==> src/logic/ilp_pkg.sv <==
// constants and types shared by the four-level interrupt priority block
package ilp_pkg;
    localparam int SRC_COUNT = 7;
    localparam int LEVEL_COUNT = 4;
    // special-function register addresses
    localparam logic [7:0] ADDR_IRQ_ENABLE = 8'ha8;
    localparam logic [7:0] ADDR_PRIO_HIGH = 8'hb7;
    localparam logic [7:0] ADDR_PRIO_LOW = 8'hb6;
    // values after reset
    localparam logic [7:0] RESET_IRQ_ENABLE = 8'h00;
    localparam logic [6:0] RESET_PRIO = 7'h00;
    localparam logic [3:0] RESET_IN_SERVICE = 4'h0;
    // enable register bit positions; source index equals its enable bit
    localparam int BIT_EXT0 = 0;
    localparam int BIT_TIMER0 = 1;
    localparam int BIT_EXT1 = 2;
    localparam int BIT_TIMER1 = 3;
    localparam int BIT_SERIAL = 4;
    localparam int BIT_TIMER2 = 5;
    localparam int BIT_COUNTER_ARRAY = 6;
    localparam int BIT_GLOBAL_EN = 7;
    // polling order: entry p holds the source index polled p-th
    localparam logic [6:0][2:0] POLL_ORDER = {3'h5, 3'h4, 3'h6, 3'h3, 3'h2, 3'h1, 3'h0};
    // vector address per source index
    localparam logic [6:0][7:0] VECTOR_TABLE =
        {8'h33, 8'h2b, 8'h23, 8'h1b, 8'h13, 8'h0b, 8'h03};
    // flags cleared on vectoring: always, or only when transition triggered
    localparam logic [6:0] HW_CLEAR_ALWAYS = 7'h0a;
    localparam logic [6:0] HW_CLEAR_IF_EDGE = 7'h05;

    typedef logic [1:0] ilp_level_t;
    typedef logic [2:0] ilp_src_t;
    typedef enum logic [1:0] {
        ILP_IDLE,
        ILP_OFFER,
        ILP_SETTLE
    } ilp_state_e;
endpackage

==> src/logic/ilp_sfr.sv <==
// enable and priority registers on the special-function register port
`timescale 1ns/100ps
module ilp_sfr (
    input wire logic clk,
    input wire logic rst,
    input wire logic [7:0] sfrAddr,
    input wire logic sfrWrite,
    input wire logic [7:0] sfrWdata,
    output logic [7:0] sfrRdata,
    output logic [7:0] enableQ,
    output logic [6:0] prioHighQ,
    output logic [6:0] prioLowQ
);
    logic [7:0] rdataD;

    always_ff @(posedge clk or posedge rst) begin
        if (rst) begin
            enableQ <= ilp_pkg::RESET_IRQ_ENABLE;
        end else if (sfrWrite && sfrAddr == ilp_pkg::ADDR_IRQ_ENABLE) begin
            enableQ <= sfrWdata;
        end
    end

    always_ff @(posedge clk or posedge rst) begin
        if (rst) begin
            prioHighQ <= ilp_pkg::RESET_PRIO;
        end else if (sfrWrite && sfrAddr == ilp_pkg::ADDR_PRIO_HIGH) begin
            prioHighQ <= sfrWdata[6:0];
        end
    end

    always_ff @(posedge clk or posedge rst) begin
        if (rst) begin
            prioLowQ <= ilp_pkg::RESET_PRIO;
        end else if (sfrWrite && sfrAddr == ilp_pkg::ADDR_PRIO_LOW) begin
            prioLowQ <= sfrWdata[6:0];
        end
    end

    // unused top bit of priority registers and unmapped addresses read zero
    always_comb begin
        unique case (sfrAddr)
            ilp_pkg::ADDR_IRQ_ENABLE: rdataD = enableQ;
            ilp_pkg::ADDR_PRIO_HIGH: rdataD = {1'b0, prioHighQ};
            ilp_pkg::ADDR_PRIO_LOW: rdataD = {1'b0, prioLowQ};
            default: rdataD = 8'h00;
        endcase
    end

    always_ff @(posedge clk or posedge rst) begin
        if (rst) begin
            sfrRdata <= 8'h00;
        end else begin
            sfrRdata <= rdataD;
        end
    end
endmodule

==> src/logic/ilp_level_stack.sv <==
// in-service level tracking, one bit per priority level
`timescale 1ns/100ps
module ilp_level_stack (
    input wire logic clk,
    input wire logic rst,
    input wire logic push,
    input wire ilp_pkg::ilp_level_t pushLevel,
    input wire logic pop,
    output logic [3:0] inServiceQ,
    output logic activeValid,
    output ilp_pkg::ilp_level_t activeLevel
);
    logic [3:0] inServiceD;

    // nesting can only climb, so the highest set bit is the running handler
    always_comb begin
        activeValid = |inServiceQ;
        activeLevel = 2'h0;
        for (int l = 0; l < ilp_pkg::LEVEL_COUNT; l++) begin
            if (inServiceQ[l]) begin
                activeLevel = l[1:0];
            end
        end
    end

    always_comb begin
        inServiceD = inServiceQ;
        if (pop && activeValid) begin
            inServiceD[activeLevel] = 1'b0;
        end
        if (push) begin
            inServiceD[pushLevel] = 1'b1;
        end
    end

    always_ff @(posedge clk or posedge rst) begin
        if (rst) begin
            inServiceQ <= ilp_pkg::RESET_IN_SERVICE;
        end else begin
            inServiceQ <= inServiceD;
        end
    end
endmodule

==> src/logic/ilp_arbiter.sv <==
// four-level interrupt arbiter: gating, level select, polling, vectoring
`timescale 1ns/100ps
module ilp_arbiter (
    input wire logic clk,
    input wire logic rst,
    input wire logic [7:0] sfrAddr,
    input wire logic sfrWrite,
    input wire logic [7:0] sfrWdata,
    output logic [7:0] sfrRdata,
    input wire logic [6:0] srcRequest,
    input wire logic [1:0] extEdgeMode,
    input wire logic vectorAck,
    input wire logic retiPulse,
    output logic irqReq,
    output logic [7:0] irqVector,
    output ilp_pkg::ilp_level_t irqLevel,
    output logic [6:0] clearFlag,
    output logic [6:0] pendingMask,
    output logic [3:0] inServiceLevels
);
    logic [7:0] enableQ;
    logic [6:0] prioHighQ;
    logic [6:0] prioLowQ;
    logic [6:0] eligible;
    ilp_pkg::ilp_level_t srcLevel [ilp_pkg::SRC_COUNT];
    logic winValid;
    ilp_pkg::ilp_src_t winSrc;
    ilp_pkg::ilp_level_t winLevel;
    ilp_pkg::ilp_src_t pollIdx;
    logic winAllowed;
    logic activeValid;
    ilp_pkg::ilp_level_t activeLevel;
    ilp_pkg::ilp_state_e stateQ;
    ilp_pkg::ilp_state_e stateD;
    ilp_pkg::ilp_src_t srcQ;
    ilp_pkg::ilp_level_t levelQ;
    logic [7:0] vectorQ;
    logic [6:0] clearQ;
    logic [6:0] pendingQ;
    logic taken;
    logic [6:0] clearMask;

    ilp_sfr u_sfr (
        .clk(clk),
        .rst(rst),
        .sfrAddr(sfrAddr),
        .sfrWrite(sfrWrite),
        .sfrWdata(sfrWdata),
        .sfrRdata(sfrRdata),
        .enableQ(enableQ),
        .prioHighQ(prioHighQ),
        .prioLowQ(prioLowQ)
    );

    ilp_level_stack u_stack (
        .clk(clk),
        .rst(rst),
        .push(taken),
        .pushLevel(levelQ),
        .pop(retiPulse),
        .inServiceQ(inServiceLevels),
        .activeValid(activeValid),
        .activeLevel(activeLevel)
    );

    // per-source gating and level
    for (genvar i = 0; i < ilp_pkg::SRC_COUNT; i++) begin : g_src
        assign eligible[i] = enableQ[ilp_pkg::BIT_GLOBAL_EN] && enableQ[i] && srcRequest[i];
        assign srcLevel[i] = {prioHighQ[i], prioLowQ[i]};

    end

    // strict compare keeps the earlier-polled source on a level tie
    always_comb begin
        winValid = 1'b0;
        winSrc = 3'h0;
        winLevel = 2'h0;
        pollIdx = 3'h0;
        for (int p = 0; p < ilp_pkg::SRC_COUNT; p++) begin
            pollIdx = ilp_pkg::POLL_ORDER[p];
            if (eligible[pollIdx] && (!winValid || srcLevel[pollIdx] > winLevel)) begin
                winValid = 1'b1;
                winSrc = pollIdx;
                winLevel = srcLevel[pollIdx];
            end
        end
    end

    // equal level is held back, only a strictly higher one pre-empts
    assign winAllowed = winValid && (!activeValid || winLevel > activeLevel);

    assign taken = (stateQ == ilp_pkg::ILP_OFFER) && vectorAck;
    assign irqReq = (stateQ == ilp_pkg::ILP_OFFER);
    assign irqVector = vectorQ;
    assign irqLevel = levelQ;
    assign clearFlag = clearQ;
    assign pendingMask = pendingQ;

    // one settle cycle after an ack lets the stack and the flag clear land
    always_comb begin
        stateD = stateQ;
        unique case (stateQ)
            ilp_pkg::ILP_IDLE: begin
                if (winAllowed) begin
                    stateD = ilp_pkg::ILP_OFFER;
                end
            end
            ilp_pkg::ILP_OFFER: begin
                if (vectorAck) begin
                    stateD = ilp_pkg::ILP_SETTLE;
                end else if (!winAllowed) begin
                    stateD = ilp_pkg::ILP_IDLE;
                end
            end
            ilp_pkg::ILP_SETTLE: begin
                stateD = ilp_pkg::ILP_IDLE;
            end
        endcase
    end

    always_ff @(posedge clk or posedge rst) begin
        if (rst) begin
            stateQ <= ilp_pkg::ILP_IDLE;
        end else begin
            stateQ <= stateD;
        end
    end

    // offered source may be replaced by a better one until the ack
    always_ff @(posedge clk or posedge rst) begin
        if (rst) begin
            srcQ <= 3'h0;
            levelQ <= 2'h0;
            vectorQ <= 8'h00;
        end else if (winAllowed && !taken) begin
            srcQ <= winSrc;
            levelQ <= winLevel;
            vectorQ <= ilp_pkg::VECTOR_TABLE[winSrc];
        end
    end

    assign clearMask = ilp_pkg::HW_CLEAR_ALWAYS
        | (ilp_pkg::HW_CLEAR_IF_EDGE & {4'h0, extEdgeMode[1], 1'b0, extEdgeMode[0]});

    // level-triggered external flags stay set so the pin state is re-sampled
    always_ff @(posedge clk or posedge rst) begin
        if (rst) begin
            clearQ <= 7'h00;
        end else if (taken) begin
            clearQ <= clearMask & (7'h01 << srcQ);
        end else begin
            clearQ <= 7'h00;
        end
    end

    // requests that are enabled but not the one on offer wait here
    always_ff @(posedge clk or posedge rst) begin
        if (rst) begin
            pendingQ <= 7'h00;
        end else if (irqReq) begin
            pendingQ <= eligible & ~(7'h01 << srcQ);
        end else begin
            pendingQ <= eligible;
        end
    end
endmodule

==> config.mk <==
export PLATFORM = sky130hd
export DESIGN_NAME = ilp_arbiter
export DESIGN_NICKNAME = d
export VERILOG_FILES = /design/src/logic/ilp_pkg.sv /design/src/logic/ilp_sfr.sv /design/src/logic/ilp_level_stack.sv /design/src/logic/ilp_arbiter.sv
export SDC_FILE = /design/constraint.sdc
export NUM_CORES = 1
export LEC_CHECK = 0
export ABC_CLOCK_PERIOD_IN_PS = 7100
export BUFFER_PORTS_ARGS = -buffer_cell sky130_fd_sc_hd__buf_4
export CAP_MARGIN = 15
export CORE_ASPECT_RATIO = 0.75
export CORE_MARGIN = 8
export CORE_UTILIZATION = 50
export DETAILED_ROUTE_END_ITERATION = 12
export PLACE_DENSITY = 0.77
export SLEW_MARGIN = 15
export SYNTH_ARGS = -nofsm -noshare
export SYNTH_HDL_FRONTEND = slang
export SYNTH_HIERARCHICAL = 1
export SYNTH_SLANG_ARGS = --single-unit
==> constraint.sdc <==
create_clock -name clk -period 7.1 [get_ports clk]
set_input_delay 0.71 -clock clk [delete_from_list [all_inputs] [get_ports clk]]
set_output_delay 0.71 -clock clk [all_outputs]
set_load 0.03 [all_outputs]
== Yosys cells after proc, flatten, opt, wreduce, memory -nomap -nowiden ==
Memories as Yosys holds them, arrays and structs flattened. A register that Yosys moved wholly into a read port is not among the register bits.
Cells that the tools add are included.
Word-level totals
  bits in registers: 55
  bits in latches: 0
  RAM bits: 0
  ROM bits: 64
  bits of input ports: 30
  output and inout port bits: 37
  memories: 1
Cells by class
  add/sub/neg operators: 0
  $mul: 0
  divide/modulo/power cells: 0
  order comparisons: 11
  eq/ne operators: 7
  shift-type cells: 1
  mux-type cells: 36
  bitwise logic cells: 6
  reduce and logical (&&, ||, !) cells: 47
Memory list
  (name not given): words 8, width 8, read ports 1, clocked after Yosys merged registers in 1, write ports 0, RTL line ilp_arbiter.sv:138  | vectorQ <= ilp_pkg::VECTOR_TABLE[winSrc];
Operators by type and width (count)
  1-bit logical AND: 29
  8-bit == test (second input constant): 3
  2-bit 2-to-1 mux: 12
  8-bit case mux with 3 select lines: 1
  3-bit 2-to-1 mux: 5
  2-bit > comparator: 7
  7-bit 2-to-1 mux: 2
  1-bit 2-to-1 mux: 11
  1-bit logical NOT: 8
  4-bit 2-to-1 mux: 2
  4-bit by 7-bit AND with 7-bit output: 1
  7-bit AND: 1
  1-bit logical OR: 7
  7-bit NOT: 1
  1-bit by 3-bit << shifter with 7-bit output (first input constant): 1
  2-bit by 3-bit < comparator with 1-bit output (second input constant): 2
  2-bit case mux with 3 select lines: 1
  4-bit AND: 1
  1-bit demux with 2-bit select: 2
  2-bit by 1-bit >= comparator with 1-bit output (second input constant): 2
  4-bit NOT: 1
  4-bit bitwise OR: 1
  4-bit OR reduction: 1
  3-bit != test (second input constant): 1
  other kinds (5): 5

== Logic depth before layout (Yosys ltp) ==
Gate-level depths: netlist of the first run.
  word-level depth: 33
  gate-level depth with buffers: 50

== Cells and area by module ==
The synthesis of the first run kept the hierarchy.
Modules (own cells, without submodules)
  ilp_arbiter: instances 1, cells each 186, area an instance 1682.9 µm², seq. area each 500.5 µm²
  ilp_sfr: instances 1, cells each 87, area an instance 1303.8 µm², seq. area each 750.7 µm²
  ilp_level_stack: instances 1, cells each 21, area an instance 205.2 µm², seq. area each 100.1 µm²

== Worst setup path after synthesis of the first run ==
OpenSTA, ideal clock, no wires.
  path kind: in2reg
  from: input srcRequest[0]
  to: register stateQ[0]
  arrival time: 8126 ps
  setup slack: -1152 ps
  stages on the path: 48
  cell sequence: and3_2 -> clkbuf_2 -> and2_2 -> ha_1 -> nand2_1 -> o21ai_1 -> a21oi_1 -> nor2_1 -> ha_1 -> nor2b_1 -> a2bb2oi_1 -> o21a_4 -> o31ai_4 -> ha_1 -> nor2b_1 -> o21ai_0 -> a21oi_4 -> a21o_1 -> (+12 left out) -> a21oi_1 -> nand2_1 -> nand2_1 -> ha_1 -> inv_1 -> a21oi_1 -> a21oi_1 -> o21bai_2 -> nand2_1 -> a31oi_4 -> nor2_1 -> ha_1 -> nor2b_1 -> o21ai_0 -> a22oi_4 -> nor2b_1 -> a31oi_1 -> mux2i_1
Between the ends
  word-level cells in the longest chain between the ends: 31
  elaborated cells on any way between the ends: 45
  those cells by class: order compare: 7; eq/ne: 2; mux: 14; reduce/logical: 22
RTL lines
  start: declaration: RTL line ilp_arbiter.sv:10  | input wire logic [6:0] srcRequest,
  1-bit logical AND (*): RTL line ilp_arbiter.sv:68  | assign eligible[i] = enableQ[ilp_pkg::BIT_GLOBAL_EN] && enableQ[i] && srcRequest[i];
  2-bit 2-to-1 mux / 1-bit 2-to-1 mux (equally long branches): RTL line ilp_arbiter.sv:81  | if (eligible[pollIdx] && (!winValid || srcLevel[pollIdx] > winLevel)) begin
  2-bit > comparator / 1-bit logical NOT (equally long branches): RTL line ilp_arbiter.sv:81
  1-bit logical OR: RTL line ilp_arbiter.sv:81
  1-bit logical AND: RTL line ilp_arbiter.sv:81
  2-bit 2-to-1 mux / 1-bit 2-to-1 mux (equally long branches): RTL line ilp_arbiter.sv:81
  2-bit > comparator / 1-bit logical NOT (equally long branches): RTL line ilp_arbiter.sv:81
  1-bit logical OR: RTL line ilp_arbiter.sv:81
  (+16 left out)
  1-bit logical AND: RTL line ilp_arbiter.sv:81
  2-bit 2-to-1 mux (*): RTL line ilp_arbiter.sv:81
  net winLevel[1]: RTL line ilp_arbiter.sv:28  | ilp_pkg::ilp_level_t winLevel;
  2-bit > comparator (*): RTL line ilp_arbiter.sv:90  | assign winAllowed = winValid && (!activeValid || winLevel > activeLevel);
  1-bit logical OR (*): RTL line ilp_arbiter.sv:90
  1-bit logical AND (*): RTL line ilp_arbiter.sv:90
  3-bit != test (no source line) / 2-bit != test (equally long branches)
  2-bit AND reduction (no source line) (*)
  end signal: assignment: RTL line ilp_arbiter.sv:123  | stateQ <= ilp_pkg::ILP_IDLE;
  end signal: assignment: RTL line ilp_arbiter.sv:125  | stateQ <= stateD;
  end: declaration: RTL line ilp_arbiter.sv:33  | ilp_pkg::ilp_state_e stateQ;
Mark *: on every way through the listed nets, which the timed path passes. The rest lies on a longest branch.
A chain may end at the register's enable or synchronous reset.

== Final worst setup path of the first run ==
  from: input srcRequest[0]
  to: register vectorQ[3], in the netlist irqVector[3]
Between the ends
  word-level cells in the longest chain between the ends: 30
  elaborated cells on any way between the ends: 49
  those cells by class: order compare: 7; mux: 20; reduce/logical: 22
RTL lines
  1-bit logical AND (*): RTL line ilp_arbiter.sv:68
  2-bit 2-to-1 mux / 1-bit 2-to-1 mux (equally long branches): RTL line ilp_arbiter.sv:81
  2-bit > comparator / 1-bit logical NOT (equally long branches): RTL line ilp_arbiter.sv:81
  1-bit logical OR: RTL line ilp_arbiter.sv:81
  1-bit logical AND: RTL line ilp_arbiter.sv:81
  2-bit 2-to-1 mux / 1-bit 2-to-1 mux (equally long branches): RTL line ilp_arbiter.sv:81
  2-bit > comparator / 1-bit logical NOT (equally long branches): RTL line ilp_arbiter.sv:81
  1-bit logical OR: RTL line ilp_arbiter.sv:81
  (+15 left out)
  1-bit logical OR: RTL line ilp_arbiter.sv:81
  1-bit logical AND: RTL line ilp_arbiter.sv:81
  2-bit 2-to-1 mux (*): RTL line ilp_arbiter.sv:81
  net winLevel[1]: RTL line ilp_arbiter.sv:28
  2-bit > comparator (*): RTL line ilp_arbiter.sv:90
  1-bit logical OR (*): RTL line ilp_arbiter.sv:90
  1-bit logical AND (*): RTL line ilp_arbiter.sv:90
  1-bit logical AND (*): RTL line ilp_arbiter.sv:135  | end else if (winAllowed && !taken) begin
  end: declaration: RTL line ilp_arbiter.sv:37  | logic [7:0] vectorQ;
Marks and branches as above.

==> key figures, run 1 <==
Setup path
  • Worst setup SP type: primary input
  • CP max FO: 5
  • Crit-path max cell delay: 0.30 ns
  • Critical Path Sink Type: flop
  • Critical Path RT: 7.31 ns
  • Slowest cell on crit path: ha_1
  • Crit path DAT: 8.06 ns
  • Crit Path Class: primary input to flop
  • Reg2reg path depth: 48
  • Most repeated library cell on the critical path: buf_4

Power and ir drop
  • Power Dens Cells: around 160 nW/µm²
  • Switching power: 0.0002440 W
  • Comb power frac: 28.2%
  • Net Sw Frac: 33.74%
  • LEAKAGE: between 2 and 2.5 nW
  • Tot Pwr: 0.0007233 W
  • Internal power: 0.0004792 W
  • VDD IR max: around 0.00011 V
  • Register share of total power: 47.8%
  • Clk pwr share: 24.0%

CTS
  • Clk slew on worst S/H paths: 0.09 ns
  • CTS Root Cell: clkbuf_8
  • CTS tree: built
  • Number of H-tree levels: 2
  • CTS sink cnt: 54
  • Num CTS Buffers: 5
  • Worst-Skew Late Latency: 0.32 ns
  • Clock Tree Buf Depth: 2

Detailed routing
  • First DRT Iteration DRCs: 237
  • Aggregate routed wire length: just under 10,000 µm
  • Met2 WL: ~5000 µm
  • Via Count: 2,803
  • Average via count per standard cell: 5.640
  • # DRC: 0
  • Met1 WL: 3813 µm
  • Detail Route Antenna Nets: 0
  • Top routing layer used: met4
  • TritonRoute pass-1 iters: 5
  • Wire per inst: roughly 19 µm
  • Routed length on met3: 539 µm

Timing
  • Setup TNS: -6.278 ns
  • Setup WS post-layout: -0.7532 ns
  • Slew headroom: 48.72%
  • Unrepaired setup endpoints after global routing: yes
  • Minimum clock period: between 7 and 8 ns
  • Max Freq: 0.1273 GHz
  • Final hold violations: 0
  • Period utilization: 110.6%
  • Setup violators final: 9
  • Worst clock skew: 0.007935 ns
  • Max-slew violation count: 0
  • Tightest Pin Transition: 0.7683 ns

Flow run
  • MaxCap Viol Count: 0

Yosys
  • Main combinational cell family by area after synthesis: compound AO/OA/AOI/OAI gates
  • Synth Area in Compound Gates: between 10% and 20%
  • Avg Cell Area, Syn: 10.86 µm²
  • Post-synth EDFFs: 0
  • Leading area contributor after synthesis: dfrtp_1
  • Xor/xnor cell area share of the yosys netlist: 0%
  • #FFs+latches synth: 54
  • Yosys top cell area share: 42.34%
  • Adder-Cell Fraction of Synth Area: 6.272%
  • Syn. warnings: 6
  • Asr flop ratio synth: 100.0%
  • Synthesized cell area: 3192 µm²
  • Dominant synthesized flop cell: dfrtp_1
  • Synthesized instance count: approximately 300
  • Yosys cell types: 69
  • Sequential share of the synthesized area: approximately 42%
  • Post-Synth Simple-Gate Area: 16.19%
  • Synth top area cells: dfrtp_1, mux2_2, ha_1, buf_4, nand2_1
  • Mux share of post-synthesis cell area: 10.54%

GRT
  • Initial antenna violation count: 0
  • Largest net degree at the start of global routing: 31
  • GRT Total Usage: 19.31%
  • Total gr overflow: 0
  • Vias in the first global route: 2,926
  • Global-route wire length before repair: 14,230 µm

Floorplanning
  • Die Ht: 85.20 µm
  • Full die area: ~9200 µm²
  • Std-Cell Core Area: around 6200 µm²
  • I/O Pins: 67
  • Row Count: 25
  • Width of the chip: ~110 µm
  • Effective utilization at floorplan: 51.28%

Layout
  • Fin nets: ~460
  • Ratio of cells with drive above 1 in the final layout: slightly below 60%
  • Design area: 4602 µm²
  • ANT cells: 0
  • Commonest non-fill, non-tap cells in the layout: buf_4, dfrtp_1, mux2_2, inv_1, nor2_1
  • Leading cell type in the layout, fill and taps excluded: buf_4
  • Final design utilization: 73.93%
  • Area grow syn2layout: 44.18%

Placement
  • Place WS: -1.221 ns
  • DP HPWL: roughly 6400 µm
  • Placer Congestion: between 0.8 and 0.9
  • Area after DPL: 4049 µm²
  • Port Buffer Count: 60

Hold path
  • Worst min-delay path category: primary input to asynchronous set/reset pin

Outcome
  • Outcome: complete, but fails checks
  • Failing checks: setup timing
-- worst max-delay path, delay by kind of cell --
| family | cells | cell delay (ns) |
|---|---|---|
| adders and majority gates | 6 | 1.61 |
| and+or+nand+nor | 14 | 1.81 |
| AOI/OAI and AO/OA | 20 | 2.80 |
| buffers and inverters | 9 | 1.09 |
-- cell usage after synthesis (2+ instances only) --
| master | n |
|---|---|
| dfrtp_1 | 54 |
| mux2_2 | 29 |
| nand2_1 | 24 |
| inv_1 | 20 |
| ha_1 | 16 |
| nor2_1 | 14 |
| buf_4 | 12 |
| a21oi_1 | 11 |
| nor2b_1 | 10 |
| o21ai_0 | 9 |
| a32oi_1 | 7 |
| nand3_1 | 6 |
| a31oi_1 | 5 |
| and4_1 | 4 |
| nand2b_1 | 4 |
| o21a_1 | 4 |
| o21ai_1 | 3 |
| a21boi_0 | 2 |
| a21oi_2 | 2 |
| a22oi_4 | 2 |
| and3_1 | 2 |
| buf_6 | 2 |
| nand3_2 | 2 |
| o21ai_2 | 2 |
| o22ai_1 | 2 |
| o31ai_1 | 2 |
| or2_1 | 2 |
-- per-stage QoR --
stage                     cells  hold WS [ns]
after CTS                   487        0.2962
after global routing        497        0.3095
after global placement      465        0.4793
final                       497        0.2869
after detailed placement    465        0.4850
after floorplan             299        0.4761
-- sequential cells by signal (all words and copies together), names as in the netlist, 4 cells and up --
signal and count:
clearFlag 4, pendingMask 7, u_stack/inServiceQ 4, u_sfr/enableQ 8, irqVector 4, u_sfr/prioHighQ 7
u_sfr/sfrRdata 8, u_sfr/prioLowQ 7
-- power by group through the flow --
stage                     Clock [W]  Sequential, W  Combinational, W
after global placement            0       0.000347          0.000174
after detailed placement          0       0.000348          0.000182
after floorplan                   0       0.000359          0.000106
after CTS                  0.000171       0.000342          0.000188
after global routing       0.000182       0.000348          0.000221
final                      0.000174       0.000346          0.000204
-- layout make-up --
type / count / area, µm²
Sequential cell: 54 / 1351
Clock buffer: 6 / 72.57
Tap cell: 81 / 101.3
Timing Repair Buffer: 124 / 953.4
Inverter: 22 / 82.58
Clock inverter: 1 / 7.507
Fill cell: 407 / 1623
Multi-Input combinational cell: 209 / 2033
-- cell families after synthesis --
family                     Yosys count
and+or+nand+nor                     87
AOI/OAI and AO/OA                   69
DFF                                 54
buffers and inverters               37
muxes                               30
adders and majority gates           16
other                                1
-- routing by layer --
metal / global-route usage, % / up-vias
met5: 0 / -
met4: 6.691 / 0
met3: 3.709 / 23
met2: 33.96 / 85
met1: 22.80 / 1399
li1: - / 1296
-- final timing paths --
path / startpoint / endpoint / slack (ns)
max: srcRequest[0] / irqVector[3] / -0.75
min: rst / u_stack/inServiceQ[2] / 0.29
max reg2reg: u_sfr/enableQ[7] / irqVector[3] / -0.68
min reg2reg: irqVector[0] / irqVector[0] / 0.53
max in group asynchronous: rst / clearFlag[0] / 6.07
min in group clk: irqVector[0] / irqVector[0] / 0.53
-- repair_timing --
item,4_1_cts,5_1_grt
hold buffers,0,0
hold endpoints to repair,0,0
cloned,1,0
setup endpoints to repair,9,9
resized for setup,21,38
setup buffers,15,11
pin swaps,23,14
No activity file was read; power rests on OpenSTA's default activity.
==> run 2: changes to the inputs <==
Settings changed: BUFFER_PORTS_ARGS -buffer_cell sky130_fd_sc_hd__buf_4 to default, DONT_BUFFER_PORTS from default to 1, PLACE_DENSITY 0.77 to 0.68.
==> run 2 against run 1 <==
Compared with the run above: the run still ends with setup timing left; flip-flop and latch count stayed put; via count is 13% lower; routed wire length is 18% lower; non-clock buffer count is 68 lower; maximum frequency is 4.0% higher; cell count is 13% lower; clock skew is 0.0037 ns higher; setup slack better by 0.30 ns; final area is 12% lower; register-to-register slack better by 0.25 ns; count of clock-buffer cells in the layout stayed put.
==> key figures, run 2 (synthesis results as in run 1) <==
GRT
  • Total gr overflow: 0 (unchanged)
  • Largest net degree at the start of global routing: 31 (unchanged)
  • GRT Total Usage: 17.32% (-2.0 points)
  • Initial antenna violation count: 0 (unchanged)
  • Vias in the first global route: 2,533 (-13%)
  • Global-route wire length before repair: 12,740 µm (-10%)

CTS
  • Clk slew on worst S/H paths: 0.09 ns (about the same)
  • Hold_buf cts: 0 (unchanged)
  • Worst-Skew Late Latency: 0.31 ns (about the same)
  • CTS Root Cell: clkbuf_8
  • Clock Tree Buf Depth: 2 (unchanged)
  • Num CTS Buffers: 5 (unchanged)
  • CTS sink cnt: 54 (unchanged)
  • CTS tree: built
  • Number of H-tree levels: 2 (unchanged)

Setup path
  • Critical Path Sink Type: flop
  • Sum of buffers and inverters on the critical path: 1 (-8)
  • Critical Path RT: 7.30 ns (about the same)
  • Crit-path max cell delay: 0.28 ns (-0.02 ns)
  • Critical Path Source: srcRequest[0]
  • Slowest cell on crit path: ha_1
  • Most repeated library cell on the critical path: o21ai_2
  • CP max FO: 6 (+1)
  • Delay-heaviest family, CP: compound AO/OA/AOI/OAI gates
  • Crit path DAT: 7.75 ns (-0.31 ns)
  • Crit Path Class: primary input to flop
  • Worst setup SP type: primary input
  • Worst r2r src: u_sfr/enableQ[7]

Power and ir drop
  • Power Dens Cells: 166.1 nW/µm² (+5.7%)
  • LEAKAGE: 1.950 nW (-15%)
  • Tot Pwr: 0.0006720 W (-7.1%)
  • VDD IR max: 0.00007622 V (-32%)

Flow run
  • MaxCap Viol Count: 0 (unchanged)

Layout
  • Fin nets: 394 (-15%)
  • Commonest non-fill, non-tap cells in the layout: dfrtp_1, buf_4, mux2_2, inv_1, nand2_1
  • Leading cell type in the layout, fill and taps excluded: dfrtp_1
  • Ratio of cells with drive above 1 in the final layout: 49.28% (-8.4 points)
  • Area grow syn2layout: 26.73%
  • ANT cells: 0 (unchanged)
  • Top flop regs: u_sfr/enableQ (8), u_sfr/sfrRdata (8)

Floorplanning
  • Std-Cell Core Area: 6225 µm² (unchanged)
  • Die Ht: 85.20 µm (unchanged)
  • Full die area: 9223 µm² (unchanged)
  • I/O Pins: 67 (unchanged)
  • Effective utilization at floorplan: 51.28% (unchanged)
  • Width of the chip: 108.3 µm (unchanged)
  • Row Count: 25 (unchanged)

Hold path
  • Worst min-delay path category: primary input to asynchronous set/reset pin

Timing
  • Max-slew violation count: 0 (unchanged)
  • Worst clock skew: 0.01163 ns (+0.003699 ns)
  • Tightest Pin Transition: 0.7375 ns (-0.03075 ns)
  • Final hold violations: 0 (unchanged)
  • Period utilization: 106.4% (-4.2 points)
  • Slew headroom: 50.78% (+2.1 points)
  • Unrepaired setup endpoints after global routing: yes
  • Setup TNS: -3.352 ns (+2.926 ns)
  • Max Freq: 0.1324 GHz (+4.0%)
  • Setup WS post-layout: -0.4529 ns (+0.3003 ns)
  • Minimum clock period: 7.553 ns (-0.3003 ns)
  • Setup violators final: 9 (unchanged)

Detailed routing
  • Wire per inst: 18.32 µm (-5.4%)
  • TritonRoute pass-1 iters: 4 (-1)
  • First DRT Iteration DRCs: 114 (-52%)
  • Detail Route Antenna Nets: 0 (unchanged)
  • # DRC: 0 (unchanged)
  • Via Count: 2,444 (-13%)
  • Aggregate routed wire length: 7876 µm (-18%)
  • Average via count per standard cell: 5.684 (+0.78%)

Placement
  • Port Buffer Count: 0 (-100%)
  • Placer Congestion: 0.8068 (-6.6%)
  • DP HPWL: 5966 µm (-6.4%)

Outcome
  • Failing checks: setup timing
  • Outcome: complete, but fails checks
-- run 2: power breakdown --
| part | leakage, nW | switching [W] | total, W | internal [W] |
|---|---|---|---|---|
| Combinational | 1.16 | 0.0000838 | 0.000141 | 0.0000570 |
| Sequential | 0.745 | 0.0000337 | 0.000361 | 0.000327 |
| Clock | 0.0452 | 0.000101 | 0.000171 | 0.0000699 |
| Total | 1.95 | 0.000218 | 0.000672 | 0.000454 |
-- run 2: repair_timing --
item,in CTS,in global routing
pin swaps,20,20
setup buffers,11,6
resized for setup,17,31
setup endpoints to repair,9,9
gates cloned,0,1
-- run 2: layout make-up --
cell class / count / area, µm²
multi-input cells: 209 / 1988
flip-flops and latches: 54 / 1351
fillers: 478 / 2180
clock inverters: 2 / 13.76
well taps: 81 / 101.3
repair buffers: 56 / 435.4
clock buffers: 6 / 72.57
inverters: 22 / 82.58
-- run 2: through the flow --
step	instances	worst slack (ns)	area, µm²	hold slack [ns]	util [%]
2_1_floorplan	299	-0.7325	3323	0.4761	-
5_1_grt	430	-0.8327	4045	0.1788	64.98
3_3_place_gp	404	-0.9032	3591	0.4926	57.69
3_5_place_dp	404	-1.050	3591	0.4970	57.69
4_1_cts	423	-0.4388	3850	0.1673	61.85
6_report	430	-0.4529	4045	0.1709	64.98
-- run 2: worst paths after layout --
kind                                         end  slack [ns]  cells past startpoint
max                                 irqVector[3]       -0.45                     45
max in group asynchronous            irqLevel[0]        6.23                      1
min reg2reg                    u_sfr/prioLowQ[2]        0.55                      1
max reg2reg                         irqVector[3]       -0.43                     45
min                        u_stack/inServiceQ[1]        0.17                      1
min in group clk           u_stack/inServiceQ[3]        0.52                      1
-- run 2: per-layer routing --
layer  global-route usage [%]  share of wire (%)  wire [µm]  up-vias
met5                        0                  0          0        -
li1                         -                  -          -     1167
met3                    4.391                6.1        482        7
met1                    22.53                 45       3518     1232
met2                    28.21                 48       3812       38
met4                    3.717               0.79         62        0
-- run 2: worst register-to-register path: cells and delay by family, from the launching register on --
family          cells  cell delay (ns)
simple gates       14             1.80
compound gates     23             3.30
buf+inv             1             0.16
fa+ha+maj           7             1.81
flops               1             0.36
==> run 3: changes to the inputs <==
Settings changed: CORE_UTILIZATION 50 to 35, PLACE_DENSITY 0.68 to default.
==> run 3 against run 2 <==
Compared with the run above: the flow still finishes with violations (setup timing); global-route usage is 4.2 points lower; register-to-register slack improved by 0.09 ns; clock power grew 39%; critical endpoint is now stateQ[0]; largest power group unchanged; highest routed layer unchanged.
==> key figures, run 3 (synthesis results as in run 1) <==
Setup path
  • Crit Path Class: primary input to flop
  • FF-to-FF setup slack: -0.34 ns (+0.09 ns)
  • Worst setup SP type: primary input
  • Critical Path Source: srcRequest[0]
  • Crit path DAT: 7.66 ns (-0.09 ns)
  • Critical Path Sink Type: flop
  • Reg2reg path depth: 46 (+2.2%)
  • Crit-path max cell delay: 0.29 ns (about the same)
  • Critical Path RT: 7.31 ns (about the same)
  • CP max FO: 5 (-1)
  • Worst r2r src: u_sfr/enableQ[7]
  • Slowest cell on crit path: ha_1

Timing
  • Max-slew violation count: 0 (unchanged)
  • Minimum clock period: 7.449 ns (-0.1042 ns)
  • Final hold violations: 0 (unchanged)
  • Period utilization: 104.9% (-1.5 points)
  • Worst clock skew: 0.007793 ns (-0.003841 ns)
  • Slew headroom: 49.33% (-1.4 points)
  • Unrepaired setup endpoints after global routing: yes
  • Tightest Pin Transition: 0.7593 ns (+0.02171 ns)
  • Hold_ws: 0.1841 ns (+0.01318 ns)
  • Setup WS post-layout: -0.3487 ns (+0.1042 ns)
  • Setup violators final: 9 (unchanged)
  • Max Freq: 0.1343 GHz (+1.4%)

Outcome
  • Outcome: complete, but fails checks
  • Failing checks: setup timing

Layout
  • Final design utilization: 46.03% (-19 points)
  • Commonest non-fill, non-tap cells in the layout: dfrtp_1, buf_4, mux2_2, inv_1, nand2_1
  • Final std cells w/o fill: 459 (+6.7%)
  • Ratio of cells with drive above 1 in the final layout: 48.13% (-1.2 points)
  • Area grow syn2layout: 29.36%
  • Fin nets: 393 (-0.25%)
  • Design area: 4129 µm² (+2.1%)
  • ANT cells: 0 (unchanged)
  • Top flop regs: u_sfr/enableQ (8), u_sfr/sfrRdata (8)

CTS
  • Clk slew on worst S/H paths: 0.07 ns (-0.02 ns)
  • CTS tree: built
  • Num CTS Buffers: 5 (unchanged)
  • Worst-Skew Late Latency: 0.29 ns (-0.02 ns)
  • CTS sink cnt: 54 (unchanged)
  • Clock Tree Buf Depth: 2 (unchanged)
  • Number of H-tree levels: 2 (unchanged)
  • CTS Root Cell: clkbuf_16

Floorplanning
  • Full die area: 12,460 µm² (+35%)
  • Std-Cell Core Area: 8971 µm² (+44%)
  • Row Count: 30 (+20%)
  • Die Ht: 98.70 µm (+16%)
  • I/O Pins: 67 (unchanged)
  • Width of the chip: 126.3 µm (+17%)
  • Effective utilization at floorplan: 35.58% (-16 points)

Power and ir drop
  • LEAKAGE: 1.966 nW (+0.82%)
  • Power Dens Cells: 179.8 nW/µm² (+8.2%)
  • VDD IR max: 0.00007192 V (-5.6%)

Placement
  • Port Buffer Count: 0 (unchanged)
  • Place WS: -0.9410 ns (+0.1086 ns)
  • Placer Congestion: 0.7797 (-3.4%)
  • Area after DPL: 3637 µm² (+1.3%)
  • DP HPWL: 6230 µm (+4.4%)
  • Post-Place Cells: 436 (+7.9%)

GRT
  • Total gr overflow: 0 (unchanged)
  • Vias in the first global route: 2,547 (+0.55%)
  • Global-route wire length before repair: 13,000 µm (+2.0%)
  • Initial antenna violation count: 0 (unchanged)
  • GRT Total Usage: 13.10% (-4.2 points)
  • Largest net degree at the start of global routing: 31 (unchanged)

Detailed routing
  • First DRT Iteration DRCs: 117 (+2.6%)
  • Detail Route Antenna Nets: 0 (unchanged)
  • TritonRoute pass-1 iters: 6 (+2)
  • Aggregate routed wire length: 8366 µm (+6.2%)
  • Average via count per standard cell: 5.325 (-6.3%)
  • Via Count: 2,444 (unchanged)
  • Wire per inst: 18.23 µm (-0.49%)
  • # DRC: 0 (unchanged)

Flow run
  • MaxCap Viol Count: 0 (unchanged)

Hold path
  • Worst min-delay path category: primary input to asynchronous set/reset pin
-- run 3: where the power goes --
part           switching (W)  internal [W]
combinational      0.0000873     0.0000568
clock               0.000109      0.000129
sequential         0.0000337      0.000327
total               0.000229      0.000513
-- run 3: per-stage QoR --
stage / setup TNS (ns) / total power, W
2_1_floorplan: -5.927 / 0.0004646
3_3_place_gp: -7.263 / 0.0004912
3_5_place_dp: -8.257 / 0.0004979
4_1_cts: -3.877 / 0.0007398
5_1_grt: -6.353 / 0.0007716
6_report: -2.625 / 0.0007425
-- run 3: layer usage --
metal | GRT usage, % | vias up | wire, µm
met5 | 0 | - | 0
met2 | 21.84 | 58 | 4006
met4 | 4.055 | 0 | 104
met3 | 4.369 | 13 | 487
li1 | - | 1157 | -
met1 | 15.67 | 1216 | 3767
-- run 3: layout make-up --
cell class / count / area (µm²)
clock buffers: 6 / 128.9
clock inverters: 1 / 7.507
fillers: 815 / 4842
inverters: 22 / 82.58
multi-input cells: 209 / 2002
flip-flops and latches: 54 / 1351
well taps: 112 / 140.1
repair buffers: 55 / 416.7
-- run 3: path summary, 6_finish.rpt --
kind	end
worst max register to register	stateQ[0]
worst min-delay path	u_stack/inServiceQ[2]
min in group clk	u_stack/inServiceQ[3]
max in group asynchronous	pendingMask[3]
worst min register to register	u_sfr/prioLowQ[2]
worst max-delay path	stateQ[0]
-- run 3: what timing repair did --
item / CTS / global route
cloned: 0 / 1
resized for setup: 22 / 25
pin swaps: 26 / 21
buffers inserted: 9 / 6
hold buffers: 0 / 0
setup endpoints to repair: 9 / 9
-- run 3: critical path, delay by kind of cell --
family	cells	cell delay (ns)
compound gates	21	2.97
mux	1	0.22
fa+ha+maj	7	1.78
buf+inv	2	0.29
simple gates	15	1.69
